`config.mk`:
```
export PLATFORM = sky130hd
export DESIGN_NAME = plf_link_fault_ctrl
export DESIGN_NICKNAME = d
export VERILOG_FILES = /design/src/plf_pkg.sv /design/src/plf_link_fault_ctrl.sv /design/src/plf_sync.sv /design/src/plf_win_cnt.sv
export SDC_FILE = /design/constraint.sdc
export NUM_CORES = 1
export LEC_CHECK = 0
export BUFFER_PORTS_ARGS = -buffer_cell sky130_fd_sc_hd__buf_2
export CAP_MARGIN = 10
export CORE_ASPECT_RATIO = 1.2
export CORE_MARGIN = 2
export CORE_UTILIZATION = 48
export CTS_BUF_LIST = sky130_fd_sc_hd__clkbuf_4 sky130_fd_sc_hd__clkbuf_8
export CTS_CLUSTER_DIAMETER = 100
export CTS_CLUSTER_SIZE = 8
export DETAILED_ROUTE_END_ITERATION = 7
export PLACE_DENSITY = 0.86
export RECOVER_POWER = 50
export SLEW_MARGIN = 20
export SYNTH_ARGS = -nofsm -noshare
export SYNTH_HDL_FRONTEND = slang
export SYNTH_HIERARCHICAL = 1
export SYNTH_SLANG_ARGS = --single-unit
```
`constraint.sdc`:
```
create_clock -name clk_i -period 1.5 [get_ports clk_i]
set_input_delay 0.225 -clock clk_i [delete_from_list [all_inputs] [get_ports clk_i]]
set_output_delay 0.225 -clock clk_i [all_outputs]
set_load 0.01 [all_outputs]
```
`src/plf_pkg.sv`:
```
// Package: register map, field positions, timing counts and carrier types
package plf_pkg;

    // Timing
    localparam int CLK_MHZ     = 50;
    localparam int WIN_TIME_US = 10;
    localparam int WIN_CYC     = WIN_TIME_US * CLK_MHZ;
    localparam int WIN_W       = $clog2(WIN_CYC);

    // Event thresholds per window
    localparam int RXERR_LIMIT = 32;
    localparam int MLT3_LIMIT  = 20;
    localparam int SNR_LIMIT   = 20;

    // Register indices, byte address is four times the index
    localparam logic [5:0] IDX_GEN_CTRL   = 6'h0A;
    localparam logic [5:0] IDX_LINK_FAULT = 6'h0B;
    localparam logic [5:0] IDX_QUICK_DROP = 6'h0F;

    // General control fields
    localparam int GEN_RXCLK_SEL_BIT = 0;
    localparam int GEN_ODD_DIS_BIT   = 1;
    localparam int GEN_IDLE_ERR_BIT  = 2;
    localparam logic [15:0] GEN_WR_MASK = 16'h0007;
    localparam logic [15:0] GEN_RST     = 16'h0004;

    // Link fault control fields
    localparam int LFC_ENERGY_BIT = 0;
    localparam int LFC_SNR_BIT    = 1;
    localparam int LFC_MLT3_BIT   = 2;
    localparam int LFC_RXERR_BIT  = 3;
    localparam int LFC_SWAP_BIT   = 5;
    localparam int LFC_POL_BIT    = 6;
    localparam int LFC_DESCR_BIT  = 10;
    localparam logic [15:0] LFC_WR_MASK = 16'h047F;
    localparam logic [15:0] LFC_RST     = 16'h0000;

    // Quick drop status flags sit at bits 8:4
    localparam int QDS_LSB = 4;
    localparam int QDS_MSB = 8;

    // Fast link down event bundle, order matches status bits 8 down to 4
    typedef struct packed {
        logic descr;
        logic rxerr;
        logic mlt3;
        logic snr;
        logic energy;
    } plf_fld_evt_t;

endpackage

```
`src/plf_link_fault_ctrl.sv`:
```
// PHY link fault control: control registers, tx odd nibble, RMII sampling, fast link down
// Functional notes
// - Flag receive symbol errors in idle only while idle error detect bit set.
// - Odd-nibble tx enable drop is stretched one tx clock, flagged as error.
// - RMII receive data sampled on rx clock if select is 1, else crystal.
// - Link fault control bits 15:11 and 9:7 ignore writes, read zero.
// - Descrambler lock loss drops the link only when its enable is set.
// - Polarity bit 1 is normal, 0 inverts both pairs.
// - Pair swap bit 1 exchanges transmit and receive pairs.
// - Port mirroring only when both swap and polarity bits are high.
// - Rx error drop after 32 errors inside a 10 us window.
// - MLT3 violation drop after 20 violations inside a 10 us window.
// - Low SNR drop after 20 threshold crossings inside a 10 us window.
// - Energy loss drops the link immediately when enabled.
// - Link drop is the OR of the five enabled criteria, all reset off.
// - Each criterion causing a drop latches its read-only status flag.
//
// The Wishbone interface to the registers was chosen for this implementation.
`timescale 1ns/1ns
module plf_link_fault_ctrl
    import plf_pkg::*;
(
    // Clock and reset
    input  wire logic         clk_i,
    input  wire logic         rst_i,
    // Wishbone slave
    input  wire logic         wb_cyc_i,
    input  wire logic         wb_stb_i,
    input  wire logic         wb_we_i,
    input  wire logic [7:0]   wb_adr_i,
    input  wire logic [3:0]   wb_sel_i,
    input  wire logic [31:0]  wb_dat_i,
    output logic      [31:0]  wb_dat_o,
    output logic              wb_ack_o,
    // MII transmit pins
    input  wire logic         tx_clk_i,
    input  wire logic         tx_en_i,
    input  wire logic         tx_er_i,
    output logic              tx_en_o,
    output logic              tx_er_o,
    // RMII receive pins
    input  wire logic         rmii_mode_i,
    input  wire logic         rx_clk_i,
    input  wire logic         crystal_input_clock_i,
    input  wire logic [1:0]   rxd_i,
    output logic      [1:0]   rmii_rxd_o,
    output logic              rmii_rxd_vld_o,
    // Receive idle symbol errors
    input  wire logic         rx_idle_i,
    input  wire logic         rx_sym_err_i,
    output logic              idle_sym_err_o,
    // Pair control
    output logic              pol_invert_o,
    output logic              pair_crossover_select_o,
    output logic              port_mirror_o,
    // Fast link down
    input  wire plf_fld_evt_t fld_evt_i,
    output logic              link_drop_o
);
    typedef struct packed {
        logic [2:0]       gen;
        logic [15:0]      lfc;
        logic [4:0]       qds;
        logic             ack;
        logic [31:0]      dat;
        logic             txc_d;
        logic             odd;
        logic             tx_en;
        logic             tx_er;
        logic             rxc_d;
        logic             xic_d;
        logic [1:0]       rxd;
        logic             rxd_vld;
        logic             idle_err;
        logic [WIN_W-1:0] win_cnt;
        logic             win_clr;
        logic             drop;
    } plf_top_st_t;

    plf_top_st_t  r;
    plf_top_st_t  nxt;
    logic [6:0]   pins_s;
    logic         txc_s;
    logic         tx_en_s;
    logic         tx_er_s;
    logic         rxc_s;
    logic         xic_s;
    logic [1:0]   rxd_s;
    logic [2:0]   hit;
    logic [4:0]   cause;
    logic         req;
    logic         tx_rise;
    logic         rx_rise;
    logic [15:0]  bmask;
    logic [15:0]  rd_val;
    logic [5:0]   idx;

    // Tx clock, enable and error, rx clock, crystal and rxd pins pass the same two stages so data stays aligned with its clock
    plf_sync #(.W(7)) u_sync (
        .clk_i (clk_i),
        .rst_i (rst_i),
        .d_i   ({tx_clk_i, tx_en_i, tx_er_i, rx_clk_i, crystal_input_clock_i, rxd_i}),
        .q_o   (pins_s)
    );
    assign {txc_s, tx_en_s, tx_er_s, rxc_s, xic_s, rxd_s} = pins_s;

    // Windowed counters: rx errors, MLT3 violations, low SNR crossings
    localparam int LIM [3] = '{RXERR_LIMIT, MLT3_LIMIT, SNR_LIMIT};
    logic [2:0] cnt_evt;
    assign cnt_evt = {fld_evt_i.rxerr, fld_evt_i.mlt3, fld_evt_i.snr};

    for (genvar g = 0; g < 3; g++) begin : g_cnt
        plf_win_cnt #(.LIMIT(LIM[g])) u_cnt (
            .clk_i     (clk_i),
            .rst_i     (rst_i),
            .en_i      (r.lfc[LFC_RXERR_BIT - g]),
            .win_clr_i (r.win_clr),
            .evt_i     (cnt_evt[2 - g]),
            .hit_o     (hit[2 - g])
        );
    end

    assign cause = {fld_evt_i.descr & r.lfc[LFC_DESCR_BIT], hit,
                    fld_evt_i.energy & r.lfc[LFC_ENERGY_BIT]};

    assign idx     = wb_adr_i[7:2];
    assign req     = wb_cyc_i && wb_stb_i && !r.ack;
    assign bmask   = {{8{wb_sel_i[1]}}, {8{wb_sel_i[0]}}};
    assign tx_rise = txc_s && !r.txc_d;
    assign rx_rise = r.gen[GEN_RXCLK_SEL_BIT] ? (rxc_s && !r.rxc_d) : (xic_s && !r.xic_d);

    always_comb begin
        rd_val = 16'h0000;
        unique case (idx)
            IDX_GEN_CTRL:   rd_val = {13'h0000, r.gen};
            IDX_LINK_FAULT: rd_val = r.lfc & LFC_WR_MASK;
            IDX_QUICK_DROP: rd_val = {7'h00, r.qds, 4'h0};
            default:        rd_val = 16'h0000;
        endcase
    end

    always_comb begin
        nxt     = r;
        nxt.ack = req;
        // Status flags: a drop in the clearing cycle still latches
        nxt.qds = r.qds | cause;
        if (req) begin
            nxt.dat = {16'h0000, rd_val};
            if (wb_we_i) begin
                if (idx == IDX_GEN_CTRL) begin
                    nxt.gen = ((r.gen & ~bmask[2:0]) | (wb_dat_i[2:0] & bmask[2:0])) & GEN_WR_MASK[2:0];
                end
                if (idx == IDX_LINK_FAULT) begin
                    nxt.lfc = ((r.lfc & ~bmask) | (wb_dat_i[15:0] & bmask)) & LFC_WR_MASK;
                end
            end else if (idx == IDX_QUICK_DROP) begin
                nxt.qds = cause;
            end
        end

        // Transmit enable, evaluated once per tx clock rising edge
        nxt.txc_d = txc_s;
        if (tx_rise) begin
            if (tx_en_s) begin
                nxt.tx_en = 1'b1;
                nxt.tx_er = tx_er_s;
                nxt.odd   = ~r.odd;
            end else if (r.tx_en && r.odd && !r.gen[GEN_ODD_DIS_BIT]) begin
                nxt.tx_en = 1'b1;
                nxt.tx_er = 1'b1;
                nxt.odd   = 1'b0;
            end else begin
                nxt.tx_en = 1'b0;
                nxt.tx_er = 1'b0;
                nxt.odd   = 1'b0;
            end
        end

        // RMII receive sampling on the selected reference
        nxt.rxc_d   = rxc_s;
        nxt.xic_d   = xic_s;
        nxt.rxd_vld = rmii_mode_i && rx_rise;
        if (rmii_mode_i && rx_rise) begin
            nxt.rxd = rxd_s;
        end

        nxt.idle_err = r.gen[GEN_IDLE_ERR_BIT] && rx_idle_i && rx_sym_err_i;

        // Free running window so counters see fixed boundaries
        if (r.win_cnt == WIN_W'(WIN_CYC - 1)) begin
            nxt.win_cnt = '0;
            nxt.win_clr = 1'b1;
        end else begin
            nxt.win_cnt = r.win_cnt + 1'b1;
            nxt.win_clr = 1'b0;
        end

        nxt.drop = |cause;
    end

    always_ff @(posedge clk_i) begin
        if (rst_i) begin
            r     <= '0;
            r.gen <= GEN_RST[2:0];
            r.lfc <= LFC_RST;
        end else begin
            r <= nxt;
        end
    end

    assign wb_ack_o                = r.ack;
    assign wb_dat_o                = r.dat;
    assign tx_en_o                 = r.tx_en;
    assign tx_er_o                 = r.tx_er;
    assign rmii_rxd_o              = r.rxd;
    assign rmii_rxd_vld_o          = r.rxd_vld;
    assign idle_sym_err_o          = r.idle_err;
    assign link_drop_o             = r.drop;
    assign pol_invert_o            = ~r.lfc[LFC_POL_BIT];
    assign pair_crossover_select_o = r.lfc[LFC_SWAP_BIT];
    assign port_mirror_o           = r.lfc[LFC_SWAP_BIT] & r.lfc[LFC_POL_BIT];
endmodule

```
`src/plf_sync.sv`:
```
// Two flip-flop synchroniser for pin-level inputs
`timescale 1ns/1ns
module plf_sync #(
    parameter int W = 1
) (
    // Clock and reset
    input  wire logic         clk_i,
    input  wire logic         rst_i,
    // Data
    input  wire logic [W-1:0] d_i,
    output logic      [W-1:0] q_o
);
    typedef struct packed {
        logic [W-1:0] s1;
        logic [W-1:0] s2;
    } plf_sync_st_t;

    plf_sync_st_t r;
    plf_sync_st_t nxt;

    always_comb begin
        nxt    = r;
        nxt.s1 = d_i;
        nxt.s2 = r.s1;
    end

    always_ff @(posedge clk_i) begin
        if (rst_i) begin
            r <= '0;
        end else begin
            r <= nxt;
        end
    end

    // Only the second stage leaves the module
    assign q_o = r.s2;
endmodule

```
`src/plf_win_cnt.sv`:
```
// Windowed event counter, pulses once the limit is reached inside a window
`timescale 1ns/1ns
module plf_win_cnt #(
    parameter int LIMIT = 20,
    parameter int CNT_W = $clog2(LIMIT + 1)
) (
    // Clock and reset
    input  wire logic clk_i,
    input  wire logic rst_i,
    // Control
    input  wire logic en_i,
    input  wire logic win_clr_i,
    input  wire logic evt_i,
    // Result
    output logic      hit_o
);
    typedef struct packed {
        logic [CNT_W-1:0] cnt;
        logic             hit;
    } plf_cnt_st_t;

    plf_cnt_st_t r;
    plf_cnt_st_t nxt;

    always_comb begin
        nxt     = r;
        nxt.hit = 1'b0;
        if (!en_i) begin
            nxt.cnt = '0;
        end else if (win_clr_i) begin
            // Event on the boundary opens the new window
            nxt.cnt = evt_i ? CNT_W'(1) : '0;
        end else if (evt_i) begin
            if (r.cnt == CNT_W'(LIMIT - 1)) begin
                nxt.hit = 1'b1;
                nxt.cnt = '0;
            end else begin
                nxt.cnt = r.cnt + 1'b1;
            end
        end
    end

    always_ff @(posedge clk_i) begin
        if (rst_i) begin
            r <= '0;
        end else begin
            r <= nxt;
        end
    end

    assign hit_o = r.hit;
endmodule
```
Yosys cells after proc, flatten, opt, wreduce, memory -nomap -nowiden --
Index checks and enable logic that the tools add are counted.
Storage, ports and cells: bits in registers 87, bits in latches 0, RAM bits 0, bits in read-only memories 0, input port bits 64, output and inout port bits 43, word-level logic and storage cells 107, memories kept 0
Operators by class: add/subtract/negate cells 4, multipliers 0, div/mod/pow operators 0, order comparisons 0, equal/unequal tests 7, shifts and indexed selects 0, multiplexer cells 23, bitwise logic cells 20, reductions and logical operators 28
Operator list (number):
- two-way mux 5 bit | 7
- case mux 11 bit (3 select lines) | 1
- two-way mux 6 bit | 4
- AND 11 bit | 2
- equality test 6 x 4 -> 1 bit, second input constant | 3
- OR reduction 4 bit | 3
- inverter 11 bit | 1
- bitwise OR 11 bit | 1
- adder 5 x 1 -> 5 bit, second input constant | 2
- equality test 5 bit, second input constant | 2
- logical AND 1 bit | 10
- adder 9 x 1 -> 9 bit, second input constant | 1
- equality test 9 bit, second input constant | 1
- two-way mux 1 bit | 8
- inverter 1 bit | 8
- OR reduction 2 bit | 4
- two-way mux 7 bit | 1
- adder 6 x 1 -> 6 bit, second input constant | 1
- AND 3 bit | 2
- equality test 6 x 5 -> 1 bit, second input constant | 1
- AND reduction 3 bit | 2
- nonzero test 2 bit | 3
- logical NOT 1 bit | 5
- bitwise OR 5 bit | 1
- 6 further kinds | 8

Logic depth before layout (Yosys ltp) --
word-level depth 5, mapped depth 6, mapped depth without buffers 4

Cells and area by module --
Netlist, hierarchy kept.
Modules (own cells, without submodules):
- plf_link_fault_ctrl | times used 1, cells each 264, area an instance 2323.5 µm², sequential area each 960.9 µm²
- plf_win_cnt (g_cnt[1].u_cnt ...) | times used 2, cells each 27, area an instance 276.5 µm², sequential area each 120.1 µm²
- plf_sync | times used 1, cells each 29, area an instance 407.9 µm², sequential area each 280.3 µm²
- plf_win_cnt (g_cnt[0].u_cnt) | times used 1, cells each 38, area an instance 337.8 µm², sequential area each 140.1 µm²

Worst setup path before layout --
OpenSTA, ideal clock, no wires.
path type reg2reg, start reg r[2] (netlist name), end reg r[4] (netlist name), library setup time 0.139 ns, arrival time 1.290 ns, data required time 1.361 ns, slack 0.071 ns, stages on the path, launching flop included 5, path buffers 0, period minus slack after synthesis 1.429 ns, path through dfxtp_1 ha_1 nand4b_1 o31ai_1 nor2_1
On the way: cells in the longest elaborated chain, start to end 2, elaborated cells on any way between the ends 3, those cells by class 1 x add/sub; 1 x eq/ne; 1 x reduce/logical
Ends and longest elaborated chain:
- start: declaration | RTL line plf_link_fault_ctrl.sv:80 | plf_top_st_t r;
- start signal: assignment | RTL line plf_link_fault_ctrl.sv:207 | r <= nxt;
- parallel branches: the longest is 2 deep, another holds adder 9 x 1 -> 9 bit
Several ways; the timed one is not identified. A chain may end at the register's enable or synchronous reset.

Worst setup path in the final report --
start reg r (netlist bit wb_ack_o), end reg r (netlist bit wb_dat_o[2])
On the way: cells in the longest elaborated chain, start to end 2
Ends and longest elaborated chain:
- logical NOT 1 bit | RTL line plf_link_fault_ctrl.sv:127 | assign req = wb_cyc_i && wb_stb_i && !r.ack;
- logical AND 1 bit | RTL line plf_link_fault_ctrl.sv:127
No other way between the ends.

==> impl_metrics.yaml <==
routing:
  drc_errors: 0
  ant_nets: 0
  wl_per_cell_um: 13.3
  drtIter0Drc: 130
  viasPerCell: 5.16
  vias: 2735
  dr.pass1.iters: 4
  wl_um: 7040
yosys:
  yosys-top-cells-count: "dfxtp_1, nand2_1, buf_4, nor2_1"
  synth_seq_cells: 81
  synth-async-reset-ratio: 0
  synth-edff-count: 0
  synth.area.top_cells: "dfxtp_1, buf_4, mux2i_1"
  synth_cell_types: 57
  synth_warnings: 6
  syn_inst: 385
  synth_top_area_share: 0.448
  synth_top_flop_cell: "dfxtp_1"
  syn_avg_cell_area_um2: 9.41
  yosysSeqAreaShare: 0.448
  synth_top_area_cell: "dfxtp_1"
  synth_area_um2: 3620
  yosysMostFrequentCell: "dfxtp_1"
layout:
  synthToLayoutAreaGrowth_pct: 12.3
  layout-drive-gt1-share: 0.209
  nets: 503
  diodes: 0
power_and_ir_drop:
  swShare: 0.226
  finalPower_uw: 4300
  comb_power_share: 0.059
  vdd_ir_drop_max_mv: 0.780
  p_leak_uw: 0.00157
  seqPwrFrac: 0.513
  p_clk_frac: 0.428
  power.switching_uw: 970
  power.density_nw_per_um2: 1060
  internal_power_uw: 3330
placement:
  portBuffers: 56
  hpwl_um: 5160
  gp_congestion: 0.833
floorplan:
  core_um2: 7270
  die_h_um: 99.2
  num_io_pins: 107
  die-area_um2: 8260
  die_w_um: 83.3
  start_util: 0.498
  num_rows: 34
clock_tree:
  cts_sinks: 81
  cts_root_buf: "clkbuf_8"
  insertion_delay_ps: 350
  clk_path_buf_depth: 2
  htreeDepth: 3
  clkTransAtPathRegs_ps: 80
  cts_tree: "built"
  cts_buffers: 9
global_route:
  grt_pass1_vias: 2676
  grt-ovfl-total: 0
  grt_usage: 0.173
  antenna_found_initial: 1
  grt_max_degree: 21
  grt_first_pass_wirelength_um: 11600
sta:
  drv_slew: 0
  maxSlewHeadroom: 0.354
  rsz0062_at_grt: "no"
  setup_viol_count_final: 0
  min_period_over_period: 0.945
  final_hold_viol_count: 0
  holdWs_ps: 84.4
  min_period_ps: 1420
  fin_worst_skew_ps: 8.27
  max_freq_mhz: 706
  worst_pin_slew_ps: 969
critical_path:
  cp.arrival_ps: 1700
  crit_buf_inv: 1
  cp-start-kind: "flop"
  crit_slowest_cell: "or4_1"
  crit_chain: "nand3b_1 -> buf_6 -> or4_1 -> a21oi_2"
  cpPeakStageDelay_ps: 490
  critPathMaxFanout: 19
  required_ps: 1780
  critPathCaptureType: "flop"
  crit_family: "simple AND/OR/NAND/NOR gates"
  crit_type: "flop to flop"
status:
  status: "finished clean"
run:
  drv_cap: 0
hold_path:
  min_path_type: "input pin to flop"
-- repair_timing --
action                     4_1_cts  5_1_grt
resized for setup                0        5
hold buffers                     0        0
setup endpoints to repair        0        9
setup buffers                    0        0
-- power by group through the flow --
| stage | clock network (uW) | logic [uW] | registers (uW) |
|---|---|---|---|
| 2_1_floorplan | 0 | 203 | 2250 |
| 3_3_place_gp | 0 | 244 | 2250 |
| 3_5_place_dp | 0 | 252 | 2260 |
| 4_1_cts | 1860 | 254 | 2210 |
| 5_1_grt | 1940 | 284 | 2210 |
| 6_report | 1840 | 253 | 2210 |
-- worst reg2reg max path, delay by kind of cell, from the launching register on --
kind                   cells  cell delay, ps
AND/OR/NAND/NOR            2             680
flip-flops                 1             320
buffers and inverters      1             180
AO/OA/AOI/OAI              1             160
-- area by class of cell --
type,count,area [um^2]
Fill cell,673,3210
Multi-Input combinational cell,267,1720
Sequential cell,81,1620
Timing Repair Buffer,69,352
Clock buffer,11,151
Tap cell,90,113
Clock inverter,5,86.3
Inverter,7,26.3
-- per-stage QoR --
stage	setup slack [ps]	TNS [ps]	cell area [um^2]	cells	util
floorplan	71.0	0	3700	406	-
global placement	42.5	0	3850	514	0.529
detailed placement	-1.43	-1.43	3850	514	0.529
CTS	50.6	0	4090	530	0.562
global route	19.2	0	4070	530	0.559
finish	83.0	0	4070	530	0.559
-- path summary, 6_finish.rpt --
kind | start | to | slack (ps) | cells after the start
min reg2reg | u_sync/nxt[6] | u_sync/q_o[6] | 430 | 1
max | wb_ack_o | wb_dat_o[2] | 80 | 4
min | crystal_input_clock_i | u_sync/nxt[2] | 80 | 2
max reg2reg | wb_ack_o | wb_dat_o[2] | 80 | 4
-- cell families after synthesis --
kind of cell / Yosys count / share of synthesized area
AO/OA/AOI/OAI: 49 / 0.0853
XOR/XNOR: 8 / 0.0193
adder cells (fa/ha/maj): 4 / 0.0138
buffers and inverters: 58 / 0.101
flip-flops: 81 / 0.448
multiplexers: 22 / 0.0618
other: 1 / 0.00104
AND/OR/NAND/NOR: 162 / 0.270
-- routing by layer --
layer	up-vias	track usage	wire length (um)
li1	1380	-	-
met1	1270	0.192	3010
met2	71	0.305	3480
met3	14	0.0440	388
met4	0	0.0883	164
met5	-	0	0
-- cell usage in the layout (no fill, tap or decap), drive strengths merged, types with 5 or more instances in the layout --
cell type / instances
inv: 8
buf: 48
nand2: 44
a21oi: 21
xor2: 5
nand3b: 5
conb: 22
nor2: 21
o21ai: 9
dfxtp: 81
nand3: 5
or4: 5
mux2i: 19
nor2b: 26
nand2b: 6
clkbuf: 32
nand4: 10
No activity file was read; power rests on OpenSTA's default activity.
